File: src/msr_pkg.sv
/*
  Package of the meter serial report port: register map, field layout,
  reset values, report tables, character codes and the state record.
  Assumes a 250 MHz core clock and a 32-bit Avalon-MM register bus.
*/
package msr_pkg;

  // ----------------------------------------------------------------
  // Clock and line rates
  // ----------------------------------------------------------------
  localparam int CLK_HZ = 250_000_000;
  localparam int BAUD_2400 = 2400;
  localparam int BIT_CYC_2400 = CLK_HZ / BAUD_2400;
  localparam int OVERSAMPLE = 8;        // Ticks per bit
  localparam logic [2:0] RX_MID = 3'h4; // Tick inside a bit to sample
  localparam logic [3:0] FRAME_BITS = 4'ha;
  localparam logic [6:0] LB_TMO_TICKS = 7'h60; // Twelve bit times

  // ----------------------------------------------------------------
  // Register map (byte addresses)
  // ----------------------------------------------------------------
  localparam logic [7:0] ADDR_CTRL = 8'h00;
  localparam logic [7:0] ADDR_STATION = 8'h04;
  localparam logic [7:0] ADDR_SERVICE = 8'h08;
  localparam logic [7:0] ADDR_STATUS = 8'h0c;
  localparam logic [7:0] ADDR_VALUE = 8'h20; // Nine words of values
  localparam logic [7:0] ADDR_VALUE_END = 8'h44; // One past the ninth word

  // Control fields
  localparam int CTRL_BAUD = 0;   // [1:0] 0=300 1=600 2=1200 3=2400
  localparam int CTRL_CODE = 4;   // [7:4] report code
  localparam int CTRL_FULL = 8;   // Full framing
  localparam int CTRL_REM1 = 9;   // Remote input one requests report
  localparam int CTRL_REM2 = 10;  // Remote input two requests report
  localparam logic [1:0] RST_BAUD = 2'h2;
  localparam logic [3:0] RST_CODE = 4'h0;
  localparam logic RST_FULL = 1'b1;
  localparam logic [6:0] RST_STATION = 7'h00;
  localparam logic [6:0] STATION_MAX = 7'h63;
  localparam logic [7:0] SVC_LOOPBACK = 8'h27;

  // Value word fields
  localparam int VAL_NEG = 24;
  localparam int VAL_OVF = 25;
  localparam int VAL_OVL = 26;
  localparam int VAL_UNL = 27;

  // ----------------------------------------------------------------
  // Report items: 0 input, 1 total, 2/3 alarms, 4/5 hysteresis,
  // 6 peak, 7 valley, 8 tare
  // ----------------------------------------------------------------
  localparam int NUM_ITEMS = 9;
  localparam logic [3:0] ITEM_INPUT = 4'h0;
  localparam logic [3:0] ITEM_TOTAL = 4'h1;
  localparam logic [3:0] ITEM_END = 4'h9;
  localparam logic [15:0][8:0] REP_MASK = '{
    9'h000, 9'h000, 9'h000, 9'h000, 9'h000, 9'h000,
    9'h1ff, 9'h00f, 9'h00e, 9'h1c3, 9'h003, 9'h002,
    9'h1fd, 9'h00d, 9'h1c1, 9'h001};
  localparam logic [8:0][23:0] MNEM = '{
    "TAR", "VAL", "PEA", "HY2", "HY1", "AL2", "AL1", "TOT", "INP"};

  // Record positions
  localparam logic [4:0] POS_MNEM = 5'h03;
  localparam logic [4:0] POS_SP2 = 5'h06;
  localparam logic [4:0] POS_SIGN = 5'h07;
  localparam logic [4:0] POS_STAR = 5'h08;
  localparam logic [4:0] POS_DIG = 5'h09;
  localparam logic [4:0] POS_CR = 5'h0f;
  localparam logic [4:0] POS_LF = 5'h10;

  // Characters
  localparam logic [7:0] CH_SP = 8'h20;
  localparam logic [7:0] CH_MINUS = 8'h2d;
  localparam logic [7:0] CH_STAR = 8'h2a;
  localparam logic [7:0] CH_ZERO = 8'h30;
  localparam logic [7:0] CH_CR = 8'h0d;
  localparam logic [7:0] CH_LF = 8'h0a;
  localparam logic [7:0] CH_O = 8'h4f;
  localparam logic [7:0] CH_U = 8'h55;
  localparam logic [7:0] CH_L = 8'h4c;
  localparam logic [7:0] CMD_ADDR = 8'h4e;   // Address command
  localparam logic [7:0] CMD_REPORT = 8'h50; // Report trigger
  localparam logic [7:0] LB_BYTE = 8'ha5;

  // ----------------------------------------------------------------
  // Types
  // ----------------------------------------------------------------
  typedef enum logic [2:0] {
    REP_IDLE = 3'b001, REP_PICK = 3'b010, REP_SEND = 3'b100
  } msr_rep_t;
  typedef enum logic [2:0] {
    LB_IDLE = 3'b001, LB_RUN = 3'b010, LB_DONE = 3'b100
  } msr_lb_t;

  typedef struct packed {
    logic [1:0] baud;
    logic [3:0] code;
    logic full;
    logic [1:0] rem_en;
    logic [6:0] station;
    logic [8:0][31:0] val;
    logic waitreq;
    logic [31:0] rdata;
    logic [16:0] tick_cnt;
    logic [2:0] tx_sub;
    logic [3:0] tx_bits;
    logic [8:0] tx_sh;
    logic tx_busy;
    logic tx_out;
    logic [7:0] cur_byte;
    msr_rep_t rep;
    logic [3:0] item;
    logic [4:0] pos;
    logic rx_busy;
    logic rx_prev;
    logic [2:0] rx_sub;
    logic [3:0] rx_bits;
    logic [7:0] rx_sh;
    logic [1:0] rem_prev;
    logic key_prev;
    logic addr_wait;
    logic addr_second;
    logic [3:0] addr_tens;
    logic addr_ok;
    msr_lb_t lb;
    logic [6:0] lb_tmo;
    logic pass;
    logic fail;
  } msr_state_t;

endpackage : msr_pkg

File: src/msr_report_port.sv
/*
  Serial report port: Avalon-MM register slave, bit-rate divider,
  asynchronous transmitter and receiver, report sequencer, command
  parser and loop-back self test, all in one state record.
  Assumes pins already synchronous to core_clk and an idle-high line.
*/
// Our own choices: the Avalon-MM interface to the registers and the placing of the registers.
// Behaviour
// - The link runs at one selectable rate of 300, 600, 1200 or 2400 baud.
// - A station number of 0 to 99 is held; zero answers without addressing.
// - A report starts on an enabled remote input or the trigger character.
// - Items of options not fitted are left out of every report.
// - A total overflow puts an asterisk before the digits, after any minus.
// - An overloaded input sends OLOLOL, an underloaded one ULULUL.
// - Codes 0 to 3 select input, peak/valley/tare, alarms, hysteresis.
// - Codes 4 to 9 select total-based reports up to everything.
// - Abbreviated framing drops station, mnemonic and spacing.
// - Records end with CR LF; full framing leads with station, mnemonic.
// - Service code 39 runs a loop-back test showing pass or fail.
`timescale 1ns/1ps
module msr_report_port
  import msr_pkg::*;
#(
  parameter int BIT_CYC = BIT_CYC_2400
) (
  // Clock and reset
  input wire logic core_clk,
  input wire logic rst,
  // Avalon-MM slave
  input wire logic [7:0] address,
  input wire logic read,
  input wire logic write,
  input wire logic [31:0] writedata,
  output logic [31:0] readdata,
  output logic waitrequest,
  // Current loop and panel pins
  input wire logic serial_in,
  output logic serial_out,
  input wire logic remote_input_one_n,
  input wire logic remote_input_two_n,
  input wire logic key_p,
  input wire logic option_alarm,
  input wire logic option_total,
  // Self-test result
  output logic test_pass,
  output logic test_fail
);

  localparam int TICK_2400 = BIT_CYC / OVERSAMPLE;

  // ----------------------------------------------------------------
  // Helpers
  // ----------------------------------------------------------------
  // Tick length for a rate; each halving of the rate doubles it
  function automatic logic [16:0] tick_len(input logic [1:0] sel);
    logic [16:0] base;
    base = 17'(TICK_2400);
    return base << (2'h3 - sel);
  endfunction : tick_len

  function automatic logic item_fit(input logic [3:0] i, input logic al,
                                    input logic tot);
    logic r;
    r = 1'b1;
    if (i == ITEM_TOTAL) begin
      r = tot;
    end else if (i >= 4'h2 && i <= 4'h5) begin
      r = al;
    end
    return r;
  endfunction : item_fit

  // Character at a record position, MSB set when skipped
  function automatic logic [8:0] rec_char(input logic [4:0] pos,
      input logic [3:0] item, input logic [31:0] v,
      input logic [6:0] stn, input logic full);
    logic [8:0] r;
    logic [2:0] d;
    logic [3:0] bcd;
    logic [6:0] tens;
    r = {1'b1, CH_SP};
    d = 3'(pos - POS_DIG);
    bcd = v[4*(5-d) +: 4];
    tens = stn / 7'd10;
    if (pos < POS_SIGN) begin
      r[8] = !full;
      case (pos)
        5'h00: r[7:0] = CH_ZERO | {4'h0, tens[3:0]};
        5'h01: r[7:0] = CH_ZERO | {4'h0, 4'(stn - tens * 7'd10)};
        5'h02, POS_SP2: r[7:0] = CH_SP;
        default: r[7:0] = MNEM[item][8*(2-(pos-POS_MNEM)) +: 8];
      endcase
    end else if (pos == POS_SIGN) begin
      r = {!(v[VAL_NEG] || full), v[VAL_NEG] ? CH_MINUS : CH_SP};
    end else if (pos == POS_STAR) begin
      r = {!(v[VAL_OVF] && item == ITEM_TOTAL), CH_STAR};
    end else if (pos < POS_CR) begin
      if (item == ITEM_INPUT && (v[VAL_OVL] || v[VAL_UNL])) begin
        r = {1'b0, d[0] ? CH_L : (v[VAL_OVL] ? CH_O : CH_U)};
      end else begin
        r = {1'b0, CH_ZERO | {4'h0, bcd}};
      end
    end else begin
      r = {1'b0, pos == POS_CR ? CH_CR : CH_LF};
    end
    return r;
  endfunction : rec_char

  msr_state_t s_q;
  msr_state_t s_d;
  logic tick;
  logic [8:0] rc;
  logic [8:0] mask;
  logic trig_pin;
  logic trig_cmd;
  logic rx_done;

  assign tick = (s_q.tick_cnt == tick_len(s_q.baud) - 17'h1);
  assign rc = rec_char(s_q.pos, s_q.item, s_q.val[s_q.item], s_q.station,
                       s_q.full);
  assign mask = REP_MASK[s_q.code];

  // ----------------------------------------------------------------
  // Next state
  // ----------------------------------------------------------------
  always_comb begin
    s_d = s_q;
    trig_pin = 1'b0;
    trig_cmd = 1'b0;
    rx_done = 1'b0;
    s_d.rx_prev = serial_in;
    s_d.rem_prev = {remote_input_two_n, remote_input_one_n};
    s_d.key_prev = key_p;

    // bit-rate divider, one tick per eighth of a bit
    s_d.tick_cnt = tick ? 17'h0 : s_q.tick_cnt + 17'h1;

    // Register bus: one wait cycle, then the access completes
    if ((read || write) && s_q.waitreq) begin
      s_d.waitreq = 1'b0;
      s_d.rdata = 32'h0000_0000;
      case (address)
        ADDR_CTRL: s_d.rdata = 32'({s_q.rem_en, s_q.full, s_q.code,
                                     2'h0, s_q.baud});
        ADDR_STATION: s_d.rdata = 32'(s_q.station);
        ADDR_STATUS: s_d.rdata = {16'h0000, s_q.rx_sh, 4'h0,
            s_q.fail, s_q.pass, s_q.lb != LB_IDLE, s_q.rep != REP_IDLE};
        default: begin
          if (address >= ADDR_VALUE && address < ADDR_VALUE_END &&
              address[1:0] == 2'h0) begin
            s_d.rdata = s_q.val[4'((address - ADDR_VALUE) >> 2)];
          end
        end
      endcase
    end else if (!s_q.waitreq) begin
      s_d.waitreq = 1'b1;
      if (write) begin
        case (address)
          ADDR_CTRL: begin
            s_d.baud = writedata[CTRL_BAUD +: 2];
            s_d.code = writedata[CTRL_CODE +: 4];
            s_d.full = writedata[CTRL_FULL];
            s_d.rem_en = writedata[CTRL_REM1 +: 2];
            // Restart divider: a shorter tick would otherwise only match after the count wraps
            s_d.tick_cnt = 17'h0;
          end
          ADDR_STATION: begin
            if (writedata <= 32'(STATION_MAX)) begin
              s_d.station = writedata[6:0];
            end
          end
          ADDR_SERVICE: begin
            if (writedata[7:0] == SVC_LOOPBACK && s_q.lb == LB_IDLE &&
                s_q.rep == REP_IDLE && !s_q.tx_busy) begin
              s_d.lb = LB_RUN;
              s_d.lb_tmo = 7'h00;
              s_d.pass = 1'b0;
              s_d.fail = 1'b0;
              s_d.tx_busy = 1'b1;
              s_d.tx_out = 1'b0;
              s_d.tx_sh = {1'b1, LB_BYTE};
              s_d.tx_bits = 4'h0;
              s_d.tx_sub = 3'h0;
              s_d.cur_byte = LB_BYTE;
            end
          end
          default: begin
            if (address >= ADDR_VALUE && address < ADDR_VALUE_END &&
                address[1:0] == 2'h0) begin
              s_d.val[4'((address - ADDR_VALUE) >> 2)] = writedata;
            end
          end
        endcase
      end
    end

    // transmitter: start, eight data, stop, idle at mark
    if (s_q.tx_busy && tick) begin
      s_d.tx_sub = s_q.tx_sub + 3'h1;
      if (s_q.tx_sub == 3'h7) begin
        s_d.tx_out = s_q.tx_sh[0];
        s_d.tx_sh = {1'b1, s_q.tx_sh[8:1]};
        s_d.tx_bits = s_q.tx_bits + 4'h1;
        if (s_q.tx_bits == FRAME_BITS - 4'h1) begin
          s_d.tx_busy = 1'b0;
          s_d.tx_out = 1'b1;
        end
      end
    end

    // Receiver, sampled mid-bit
    if (!s_q.rx_busy) begin
      if (s_q.rx_prev && !serial_in) begin
        s_d.rx_busy = 1'b1;
        s_d.rx_sub = 3'h0;
        s_d.rx_bits = 4'h0;
      end
    end else if (tick) begin
      s_d.rx_sub = s_q.rx_sub + 3'h1;
      if (s_q.rx_sub == RX_MID) begin
        s_d.rx_bits = s_q.rx_bits + 4'h1;
        if (s_q.rx_bits == 4'h0 && serial_in) begin
          s_d.rx_busy = 1'b0;            // Glitch, not a start bit
        end else if (s_q.rx_bits == FRAME_BITS - 4'h1) begin
          s_d.rx_busy = 1'b0;
          rx_done = serial_in;           // Framing error drops the byte
        end else if (s_q.rx_bits != 4'h0) begin
          s_d.rx_sh = {serial_in, s_q.rx_sh[7:1]};
        end
      end
    end

    // address command: letter then two decimal digits
    if (rx_done && s_q.lb == LB_IDLE) begin
      if (s_q.addr_wait) begin
        if (!s_q.addr_second) begin
          s_d.addr_tens = s_q.rx_sh[3:0];
          s_d.addr_second = 1'b1;
        end else begin
          s_d.addr_wait = 1'b0;
          s_d.addr_ok = (7'(s_q.addr_tens) * 7'd10 + 7'(s_q.rx_sh[3:0])
                         == s_q.station);
        end
      end else if (s_q.rx_sh == CMD_ADDR) begin
        s_d.addr_wait = 1'b1;
        s_d.addr_second = 1'b0;
        s_d.addr_ok = 1'b0;
      end else if (s_q.rx_sh == CMD_REPORT) begin
        trig_cmd = (s_q.station == 7'h00) || s_q.addr_ok;
        s_d.addr_ok = 1'b0;
      end
    end

    // remote inputs start a report on their falling edge
    trig_pin = (s_q.rem_en[0] && s_q.rem_prev[0] && !remote_input_one_n) ||
               (s_q.rem_en[1] && s_q.rem_prev[1] && !remote_input_two_n);

    // Report sequencer
    case (s_q.rep)
      REP_IDLE: begin
        if ((trig_pin || trig_cmd) && s_q.lb == LB_IDLE && !s_q.tx_busy) begin
          s_d.rep = REP_PICK;
          s_d.item = 4'h0;
          s_d.pos = 5'h00;
        end
      end
      REP_PICK: begin
        if (s_q.item == ITEM_END) begin
          s_d.rep = REP_IDLE;
        end else if (!mask[s_q.item] ||
                     !item_fit(s_q.item, option_alarm, option_total)) begin
          s_d.item = s_q.item + 4'h1;
        // skipped positions cost no line time
        end else if (rc[8]) begin
          s_d.pos = s_q.pos + 5'h01;
        end else begin
          s_d.rep = REP_SEND;
          s_d.tx_busy = 1'b1;
          s_d.tx_out = 1'b0;
          s_d.tx_sh = {1'b1, rc[7:0]};
          s_d.tx_bits = 4'h0;
          s_d.tx_sub = 3'h0;
          s_d.cur_byte = rc[7:0];
        end
      end
      REP_SEND: begin
        if (!s_q.tx_busy) begin
          s_d.rep = REP_PICK;
          // record closes after the line feed
          if (s_q.pos == POS_LF) begin
            s_d.pos = 5'h00;
            s_d.item = s_q.item + 4'h1;
          end else begin
            s_d.pos = s_q.pos + 5'h01;
          end
        end
      end
      default: s_d.rep = REP_IDLE;
    endcase

    // loop-back check and result hold until a key press
    case (s_q.lb)
      LB_IDLE: ;
      LB_RUN: begin
        if (tick) begin
          s_d.lb_tmo = s_q.lb_tmo + 7'h01;
        end
        if (rx_done) begin
          s_d.lb = LB_DONE;
          s_d.pass = (s_q.rx_sh == LB_BYTE);
          s_d.fail = (s_q.rx_sh != LB_BYTE);
        end else if (s_q.lb_tmo == LB_TMO_TICKS) begin
          s_d.lb = LB_DONE;
          s_d.fail = 1'b1;
        end
      end
      LB_DONE: begin
        if (key_p && !s_q.key_prev) begin
          s_d.lb = LB_IDLE;
          s_d.pass = 1'b0;
          s_d.fail = 1'b0;
        end
      end
      default: s_d.lb = LB_IDLE;
    endcase
  end

  // ----------------------------------------------------------------
  // State register
  // ----------------------------------------------------------------
  always_ff @(posedge core_clk or posedge rst) begin
    if (rst) begin
      s_q <= '0;
      s_q.baud <= RST_BAUD;
      s_q.code <= RST_CODE;
      s_q.full <= RST_FULL;
      s_q.station <= RST_STATION;
      s_q.waitreq <= 1'b1;
      s_q.tx_out <= 1'b1;
      s_q.tx_sh <= '1;
      s_q.rx_prev <= 1'b1;
      s_q.rem_prev <= 2'h3;
      s_q.rep <= REP_IDLE;
      s_q.lb <= LB_IDLE;
    end else begin
      s_q <= s_d;
    end
  end

  assign readdata = s_q.rdata;
  assign waitrequest = s_q.waitreq;
  assign serial_out = s_q.tx_out;
  assign test_pass = s_q.pass;
  assign test_fail = s_q.fail;
endmodule : msr_report_port

File: config.mk
export PLATFORM = sky130hd
export DESIGN_NAME = msr_report_port
export DESIGN_NICKNAME = d
export VERILOG_FILES = /design/src/msr_pkg.sv /design/src/msr_report_port.sv
export SDC_FILE = /design/constraint.sdc
export NUM_CORES = 1
export LEC_CHECK = 0
export ABC_AREA = 1
export BUFFER_PORTS_ARGS = -buffer_cell sky130_fd_sc_hd__buf_2
export CAP_MARGIN = 20
export CORE_ASPECT_RATIO = 1.4
export CORE_UTILIZATION = 55
export DETAILED_ROUTE_END_ITERATION = 8
export PLACE_DENSITY = 0.72
export SETUP_SLACK_MARGIN = 0.3
export SYNTH_ARGS = -nofsm -noshare
export SYNTH_HDL_FRONTEND = slang
export SYNTH_SLANG_ARGS = --single-unit
export TNS_END_PERCENT = 100
File: constraint.sdc
create_clock -name core_clk -period 18.15 [get_ports core_clk]
set_clock_uncertainty 0.2 [all_clocks]
set_input_delay 1.815 -clock core_clk [delete_from_list [all_inputs] [get_ports core_clk]]
set_output_delay 1.815 -clock core_clk [all_outputs]
set_load 0.1 [all_outputs]
== Word level (Yosys, flattened, before mapping) ==
Memories as Yosys holds them, arrays and structs flattened.
Cells that the tools add are included.
Storage, ports and cells
  register bits after elaboration: 431
  memories kept: 2
  output and inout port bits: 36
  bits in read-only memories: 528
  input bits: 50
  bits in latches: 0
  memory bits (writable): 0
Operators by class
  add/subtract/negate cells: 17
  magnitude comparators: 11
  equality and inequality tests: 44
  reduce and logical (&&, ||, !) cells: 63
  multipliers: 2
  mux-type cells: 98
  bitwise gates (word level): 6
  shift operators: 3
  div/mod/pow operators: 1
Memories
  (no name shown): words 16, bits a word 24, rd ports 1, clocked after memory_dff 0, write ports 0, line msr_report_port.sv:91  | default: r[7:0] = MNEM[item][8*(2-(pos-POS_MNEM)) +: 8];
  (no name shown): words 16, bits a word 9, rd ports 1, clocked after memory_dff 0, write ports 0, line msr_report_port.sv:121  | assign mask = REP_MASK[s_q.code];
Operators by type and width (number)
  288-bit bitwise mux: 1
  32-bit binary-select mux with 4-bit select: 2
  43-bit two-way mux: 3
  32-bit demux with 4-bit select: 1
  32-bit two-way mux: 4
  26-bit two-way mux: 4
  12-bit two-way mux: 8
  32-bit one-hot mux with 3 select lines: 1
  29-bit two-way mux: 2
  9-bit two-way mux: 6
  7-bit two-way mux: 5
  17-bit two-way mux: 2
  24-bit by 33-bit indexed part select with 8-bit output: 1
  32-bit by 33-bit indexed part select with 4-bit output: 1
  32-bit by 7-bit <= comparator with 1-bit output (second input constant): 1
  15-bit two-way mux: 2
  1-bit two-way mux: 29
  9-bit one-hot mux with 3 select lines: 1
  5-bit two-way mux: 5
  24-bit two-way mux: 1
  8-bit two-way mux: 3
  8-bit one-hot mux with 3 select lines: 1
  1-bit logical AND: 21
  18-bit two-way mux: 1
  73 further kinds: 139

== Depth between registers and ports, before layout ==
Gate-level depths: netlist of the first run.
  depth in word-level cells: 16
  mapped depth: 24

== Least setup slack after synthesis of the first run ==
No wires, ideal clock.
  path kind: input -> register
  start point: input port address[2]
  end point: register s_q[135] (netlist bit)
  data required time: 17816 ps
  stages: 12
  slack: 14435 ps
  arrival time: 3381 ps
  cells stage by stage: buf_2 nor2_8 inv_2 nor2_4 inv_2 o21ai_1 nand2_2 nor2_8 nand3_4 buf_2 nand2_1 o21ai_0
Between the ends
  word-level cells in the longest chain between the ends: 6
RTL lines
  start: declaration: line msr_report_port.sv:30  | input wire logic [7:0] address,
  6-bit subtractor: line msr_report_port.sv:190  | s_d.val[4'((address - ADDR_VALUE) >> 2)] = writedata;
  4-bit by 5-bit less-than comparator with 1-bit output (not written as such) / 4-bit by 1-bit >= comparator with 1-bit output (equally long branches): line msr_report_port.sv:190
  1-bit logical AND (not written as such): line msr_report_port.sv:190
  32-bit two-way mux (not written as such): line msr_report_port.sv:190
  32-bit demux with 4-bit select: line msr_report_port.sv:190
  288-bit bitwise mux: line msr_report_port.sv:190
  end: declaration: line msr_report_port.sv:109  | msr_state_t s_q;
Several ways; a longest one is shown, not always the timed one.
A chain may end at the register's enable or synchronous reset.

==> results of run 1 <==
cells in the final DEF, fill, tap and decap left out, types with 30 or more instances in the layout:
cell type and count:
a21oi_1 102, a22oi_1 38, buf_2 85, clkbuf_16 46
dfrtp_1 403, ha_1 50, inv_1 220, nand2_1 791
nand3_1 126, nand4_1 40, nor2_1 168, nor3_1 30
o21ai_0 480, o21ai_1 32, o22ai_1 106
report_power, final:
| part | leakage (nW) | internal, W | switching (W) |
|---|---|---|---|
| registers | 5.70 | 0.000975 | 0.0000264 |
| logic | 5.27 | 0.0000568 | 0.000168 |
| clock network | 0.814 | 0.000649 | 0.000405 |
| total | 11.8 | 0.00168 | 0.000600 |
flip-flops by register name (all words and copies together), names as in the netlist:
register / flops
test_pass: 1
waitrequest: 1
serial_out: 1
s_q: 387
readdata: 32
test_fail: 1
critical path, stage by stage (launching register included):
cell	delay, ns
dfrtp_2	0.38
buf_4	0.36
inv_2	0.11
buf_4	0.45
nand2_4	0.22
inv_2	0.62
buf_4	0.55
o21ai_0	0.17
a21oi_1	0.15
o21ai_1	0.11
a211oi_4	0.38
nand4_2	0.55
inv_1	0.38
o311ai_0	0.19
o21ai_0	0.11
cell families after synthesis:
logic type,after synthesis,share of synthesized area [%]
flip-flops,423,45.4
buffers and inverters,434,7.98
AO/OA/AOI/OAI,853,20.5
XOR/XNOR,32,1.20
AND/OR/NAND/NOR,1203,21.8
multiplexers,5,0.214
adder cells (fa/ha/maj),53,2.93
layer usage:
| layer | part of all wire, % | up-vias | global-route usage (%) |
|---|---|---|---|
| met5 | 0.030 | - | 0 |
| met4 | 5.3 | 4 | 18.4 |
| met3 | 9.6 | 285 | 6.66 |
| met2 | 47 | 1285 | 58.1 |
| met1 | 38 | 10600 | 42.8 |
| li1 | - | 10000 | - |
layout make-up:
class	count	area (um2)	share of cell area, %
Clock buffer	58	1270	4.97
Multi-Input combinational cell	2146	10900	42.9
Timing Repair Buffer	110	653	2.57
Tap cell	546	683	2.68
Clock inverter	23	415	1.63
Inverter	237	897	3.52
Sequential cell	423	10600	41.7
worst min-delay path by stage:
stage               cells past startpoint   startpoint          end  slack [ns]
finish                                  1      s_q[77]      s_q[77]        0.27
global route                            2  readdata[6]  readdata[6]        0.29
CTS                                     1      s_q[77]      s_q[77]        0.27
detailed placement                      1      s_q[77]      s_q[77]        0.27
global placement                        1      s_q[77]      s_q[77]        0.24
floorplan                               1      s_q[77]      s_q[77]        0.23
metrics by stage:
stage	util (%)	std cells	setup slack [ns]	area (um2)	hold slack, ns
floorplan	-	3003	4.39	23400	0.233
global placement	56.5	3460	12.82	23700	0.245
detailed placement	56.5	3460	12.71	23700	0.265
CTS	60.5	3541	13.16	25400	0.273
global route	60.6	3543	12.78	25500	0.293
finish	60.6	3543	13.08	25500	0.267
==> metrics.txt, run 1 <==
outcome=completed; gr ovfl total=0; RD Place Congestion=slightly below 1; proportion of layout cells with a drive suffix above 1=under 10%; final setup fails=0; CP Class=reg2reg; register area share after synthesis=between 40% and 50%; Crit Reg-Reg Startpoint=s_q[45]; Leak=11.8 nW; ys async rst share=100%; # Post-CTS Setup Buffers=0; crit path to=s_q[66]; clock sink count=423; root buf cell=clkbuf_16; reg2reg setup slack=between 10 and 15 ns; unrepaired setup endpoints after global routing=false; WL/cell=21.4 um; Worst-Margin Slew=roughly 1.1 ns; YS warnings=0; critical register-to-register path endpoint=s_q[66]; H-tree depth=2; Syn Area/Cell=7.78 um2; clk buf depth=3; layout overhead on the synthesized area=8.90%; largest net degree at the start of global routing=around 130; most instantiated library cell after synthesis=nand2_1; cell count after synthesis=3003; Net Count, Synth=3106; total number of vias=~22000; max cap viols=0; Port Buffers=85; worst hold path type=reg2reg; Max Clock Freq=slightly below 200 MHz; number of CTS-inserted buffers=44; Synth area leaders=dfrtp_1 (43%), nand2_1 (13%), o21ai_0 (10%); Slew Viols, Final=0; fin crit period=~5 ns; Rows=89; crit path DAT=approximately 5.4 ns; Post-synth top cells=nand2_1 (793), o21ai_0 (480), dfrtp_1 (405); Critical Path End Type=register; Crit Path Max Fanout=55; final cycle utilization of the critical path=~28%; post-synth top area cell=dfrtp_1; TritonRoute pass-1 iters=6; Final ANT Viol Nets=0; CTS tree=yes; vias in the first global route=between 20000 and 25000; first-pass GRT wire length=between 100000 and 150000 um; total power=about 0.0023 W; PwrDens=roughly 90 mW/mm2; total wire length=around 76000 um; synthesized flop and latch total=423; Setup TNS=0 ns; antenna cells=0; clock latency on the worst-skew pair=roughly 0.59 ns; initial DRC count=approximately 2600; Synth top area share=~43%; Fill cells=approximately 3800; Initial Util=55.7%; EDFF count, synth=0; Die Ht=about 250 um; io pins=86; antenna violations before repair=2; Critical Path RT=between 15 and 20 ns; cells on worst reg2reg path=14; max_slew headroom=between 20% and 30%; startpoint types=register; hpwl dp=47100 um; Clock Pin Slew Worst Setup and Hold Paths=0.06 ns; cts repair resizes=0; Yosys cell types=between 50 and 60; total track usage=between 30% and 40%; peak supply drop=0.0000596 V; Most used DFF post-synth=dfrtp_1; final hold viol count=0; core area=between 0.04 and 0.05 mm2; hold buffers post-CTS=0; Critical Path Source=s_q[45]; Final nets=approximately 3100; Die W=approximately 180 um; Residual DRC=0; Die ar.=roughly 0.043 mm2; Post-Synthesis Cell Area=between 0.02 and 0.025 mm2; vias per cell=6.28
Note: power is estimated with default switching activity, not from simulation.
==> inputs of run 2 (changes only) <==
==> constraint.sdc (replaced) <==
create_clock -name core_clk -period 4.85 [get_ports core_clk]
set_clock_uncertainty 0.2 [all_clocks]
set_input_delay 0.485 -clock core_clk [delete_from_list [all_inputs] [get_ports core_clk]]
set_output_delay 0.485 -clock core_clk [all_outputs]
set_load 0.1 [all_outputs]
==> metrics.txt, run 2 (synthesized netlist as in run 1, its figures left out) <==
Final Cell Area=0.0253 mm2; most frequent cells in the layout=nand2_1 (791), o21ai_0 (480), dfrtp_1 (403); Worst-Margin Slew=1.03 ns; Setup TNS=0 ns; area of placed instances=~0.024 mm2; Crit Path Max Fanout=12; total number of vias=22300; max cap viols=0; largest net degree at the start of global routing=between 100 and 150; hpwl dp=about 52000 um; max_slew headroom=31.0%; Leak=between 10 and 15 nW; placed cells=between 3000 and 4000; initial DRC count=around 2500; RD Place Congestion=between 0.9 and 1; Setup WS pre-CTS=about 1.0 ns; worst hold path type=in2reg; startpoint types=register; Clock Pin Slew Worst Setup and Hold Paths=approximately 0.060 ns; root buf cell=clkbuf_16; WL/cell=between 20 and 25 um; Critical Path RT=5.10 ns; outcome=completed; CP Class=reg2reg; core area=around 0.042 mm2; Port Buffers=85; Critical Path End Type=register; Final ANT Viol Nets=0; proportion of layout cells with a drive suffix above 1=8.39%; first-pass GRT wire length=about 120000 um; final hold viol count=0; Die W=176 um; final setup fails=0; total wire length=between 70000 and 80000 um; crit path DAT=slightly above 4 ns; most common cell after layout, fill and taps aside=nand2_1; clk buf depth=3; number of CTS-inserted buffers=43; Post-Layout Cell Count=between 3000 and 4000; max FFs per register=roughly 390; cts repair resizes=0; H-tree depth=2; fin crit period=approximately 3.9 ns; Biggest register=s_q; final worst slack=~0.96 ns; PwrDens=308 mW/mm2; TritonRoute pass-1 iters=6; Rows=89; layout overhead on the synthesized area=8.26%; gr ovfl total=0; total track usage=a little under two fifths; Residual DRC=0; io pins=86; Die ar.=about 0.043 mm2; peak supply drop=about 0.00031 V; Fill cells=about 3800; vias per cell=6.26; Initial Util=55.7%; unrepaired setup endpoints after global routing=false; vias in the first global route=roughly 22000; Die Ht=roughly 250 um; Slew Viols, Final=0; Final nets=3090; Max Clock Freq=approximately 260 MHz; final cycle utilization of the critical path=between 80 and 90%; antenna violations before repair=1; CTS tree=yes; clock sink count=~420; clock latency on the worst-skew pair=0.58 ns; antenna cells=0
-- run 2: cell types whose count changed in the layout (fill, tap and decap cells not counted), moves of 5 or more --
cell	previous run	this run
dlygate4sd3_1	0	5
buf_12	0	6
clkbuf_1	5	18
bufinv_16	11	0
buf_4	23	40
-- run 2: what timing repair did --
item                       4_1_cts  5_1_grt
hold endpoints to repair        37        0
setup endpoints to repair        0        0
setup buffers                    0        0
hold buffers                     5        0
-- run 2: worst max-delay path: stages (launching register included) --
cell,delay [ns]
dfstp_2,0.59
inv_1,0.14
ha_1,0.37
inv_2,0.08
and3_1,0.16
a21o_1,0.17
nand2_1,0.07
inv_1,0.04
nor2_1,0.32
nand2_1,0.12
nor2_2,0.17
nand2_1,0.13
o21ai_1,0.43
nand2_1,0.17
nand2_2,0.25
nand3_1,0.20
nand2_1,0.11
nand2_1,0.06
-- run 2: final timing paths --
check                         startpoint  endpoint  slack [ns]  depth (start not counted)
hold / removal             writedata[18]  s_q[401]        0.12                          3
hold reg to reg                  s_q[77]   s_q[77]        0.26                          1
max in group asynchronous            rst  s_q[231]        2.76                          4
setup / recovery                s_q[430]   s_q[45]        0.96                         17
min in group asynchronous            rst   s_q[47]        0.47                          3
setup reg to reg                s_q[430]   s_q[45]        0.96                         17
-- run 2: layout make-up --
cell class	count	area [um2]	area share [%]
clock inverter	8	57.6	0.227
inverter	237	896	3.54
tap	546	683	2.70
sequential	423	10600	41.9
multi-input combinational	2146	10900	43.2
timing repair buffer	136	896	3.54
clock buffer	67	1240	4.89
-- run 2: per-stage QoR --
| stage | total power [W] | util [%] | hold slack [ns] |
|---|---|---|---|
| floorplan | 0.00442 | - | 0.233 |
| global placement | 0.00463 | 57.1 | 0.259 |
| detailed placement | 0.00465 | 57.1 | 0.259 |
| CTS | 0.00780 | 60.3 | 0.116 |
| global route | 0.00802 | 60.3 | 0.147 |
| finish | 0.00778 | 60.3 | 0.120 |
-- run 2: metal layers --
| layer | track usage [%] | part of all wire [%] | up-vias | wire length [um] |
|---|---|---|---|---|
| met5 | 0 | 0.013 | - | 10 |
| met4 | 21.0 | 5.7 | 2 | 4530 |
| met3 | 6.76 | 9.6 | 311 | 7710 |
| met2 | 60.7 | 47 | 1308 | 37400 |
| met1 | 45.9 | 38 | 10600 | 30200 |
| li1 | - | - | 10100 | - |
-- run 2: report_power, final --
part | internal, W | leakage (nW) | switching (W)
clock | 0.00175 | 0.631 | 0.00143
sequential | 0.00365 | 5.70 | 0.0000976
combinational | 0.000222 | 5.40 | 0.000639
total | 0.00562 | 11.7 | 0.00216
==> inputs of run 3 (changes only) <==
==> constraint.sdc (replaced) <==
create_clock -name core_clk -period 4 [get_ports core_clk]
set_clock_uncertainty 0.2 [all_clocks]
set_input_delay 0.4 -clock core_clk [delete_from_list [all_inputs] [get_ports core_clk]]
set_output_delay 0.4 -clock core_clk [all_outputs]
set_load 0.1 [all_outputs]
==> metrics.txt, run 3 (synthesized netlist as in run 1, its figures left out) <==
outcome=completed; hpwl dp=just over 50000 um; Final ANT Viol Nets=0; clock latency on the worst-skew pair=0.59 ns; Crit Reg-Reg Startpoint=s_q[418]; Residual DRC=0; Crit Path Max Fanout=6; max_slew headroom=34.2%; core area=0.0420 mm2; total track usage=a little over a third; worst hold path type=in2reg; antenna violations before repair=1; max FFs per register=~390; layout overhead on the synthesized area=10.2%; CP Class=reg2reg; Final Cell Area=~0.026 mm2; proportion of layout cells with a drive suffix above 1=between 9 and 10%; clk buf depth=3; Fin Hold WS=0.00574 ns; PwrDens=378 mW/mm2; root buf cell=clkbuf_16; clock sink count=423; Leak=~12 nW; final hold viol count=0; peak supply drop=0.000365 V; TritonRoute pass-1 iters=7; first-pass GRT wire length=~120000 um; Port Buffers=85; crit path DAT=3.79 ns; most frequent cells in the layout=nand2_1 (787), o21ai_0 (480), dfrtp_1 (402); Critical Path End Type=register; largest net degree at the start of global routing=150; vias per cell=around 6.3; initial DRC count=between 2000 and 3000; unrepaired setup endpoints after global routing=true; Die Ht=between 200 and 250 um; max cap viols=0; Clock Pin Slew Worst Setup and Hold Paths=0.06 ns; Biggest register=s_q; fin crit period=roughly 3.5 ns; Critical Path RT=4.28 ns; Critical Path Source=s_q[418]; total wire length=just under 80000 um; final setup fails=0; total number of vias=~22000; H-tree depth=2; number of CTS-inserted buffers=44; Initial Util=approximately 56%; CTS tree=yes; Die ar.=0.0433 mm2; Final nets=a little over 3000; Fill cells=around 3700; startpoint types=register; most common cell after layout, fill and taps aside=nand2_1; Rows=slightly below 90; Post-Layout Cell Count=between 3000 and 4000; Slew Viols, Final=0; final cycle utilization of the critical path=between 80% and 90%; io pins=86; area of placed instances=around 0.024 mm2; fin util=between 60% and 70%; antenna cells=0; Worst-Margin Slew=a little under 1 ns; hold path startpoint=writedata[19]; vias in the first global route=between 20000 and 25000; WL/cell=21.8 um; RD Place Congestion=0.979; Die W=176 um; gr ovfl total=0; Max Clock Freq=285 MHz; placed cells=~3500
## run 3: changes by cell type in the layout (fill, tap and decap cells not counted), sizes merged
cell | previous run | this run
buf | 131 | 157
bufinv | 0 | 3
clkbuf | 67 | 64
clkinv | 13 | 11
dlygate4sd3 | 5 | 7
inv | 230 | 234
## run 3: stage by stage
stage	TNS (ns)	setup WS, ns	total power, W
after floorplan	-941.55	-2.29	0.00536
after global placement	0	0.424	0.00562
after detailed placement	0	0.390	0.00564
after CTS	0	0.309	0.00977
after global routing	0	0.243	0.0101
final	0	0.491	0.00975
## run 3: path summary, 6_finish.rpt
path / to / cells after the start / slack [ns]
min reg2reg: s_q[77] / 1 / 0.26
max in group asynchronous: s_q[190] / 5 / 2.24
min in group asynchronous: s_q[377] / 4 / 0.41
max reg2reg: s_q[64] / 21 / 0.49
min: s_q[274] / 3 / 0.006
max: s_q[64] / 21 / 0.49
## run 3: worst max-delay path, cell delays in order (launching register included)
cell     delay, ns
dfrtp_1       0.45
inv_1         0.20
nand3_1       0.12
nand2_2       0.11
nand3_1       0.14
nand3_1       0.16
nand2_1       0.09
nand2_2       0.10
inv_1         0.05
ha_1          0.26
nand2_1       0.06
nand3_1       0.10
nand2_1       0.09
ha_1          0.22
fa_1          0.41
xnor2_2       0.19
inv_1         0.05
nand2_1       0.06
nand3_1       0.06
nand3_1       0.07
nand2_1       0.05
a21oi_1       0.17
## run 3: layout make-up
class / count / area, um2 / share of cell area (%)
Clock buffer: 64 / 1270 / 4.92
Clock inverter: 13 / 181 / 0.704
Inverter: 237 / 893 / 3.47
Multi-Input combinational cell: 2146 / 11000 / 42.5
Sequential cell: 423 / 10600 / 41.2
Tap cell: 546 / 683 / 2.65
Timing Repair Buffer: 164 / 1160 / 4.51
## run 3: report_power, final
part           internal [W]  leakage, nW  switching (W)
combinational      0.000275         5.56       0.000773
clock               0.00240        0.709        0.00175
sequential          0.00442         5.70       0.000118
total               0.00710         12.0        0.00265
## run 3: timing repair
action,in CTS,in global routing
hold buffers,7,0
gates resized for setup,0,12
buffers inserted,0,3
endpoints found under the setup margin,0,11
endpoints found under the hold margin,140,0
## run 3: routing by layer
layer	part of all wire, %	vias up	track usage, %
met4	5.9	0	21.2
met5	0	-	0
li1	-	10100	-
met3	9.3	313	5.47
met2	47	1334	60.4
met1	37	10700	44.8
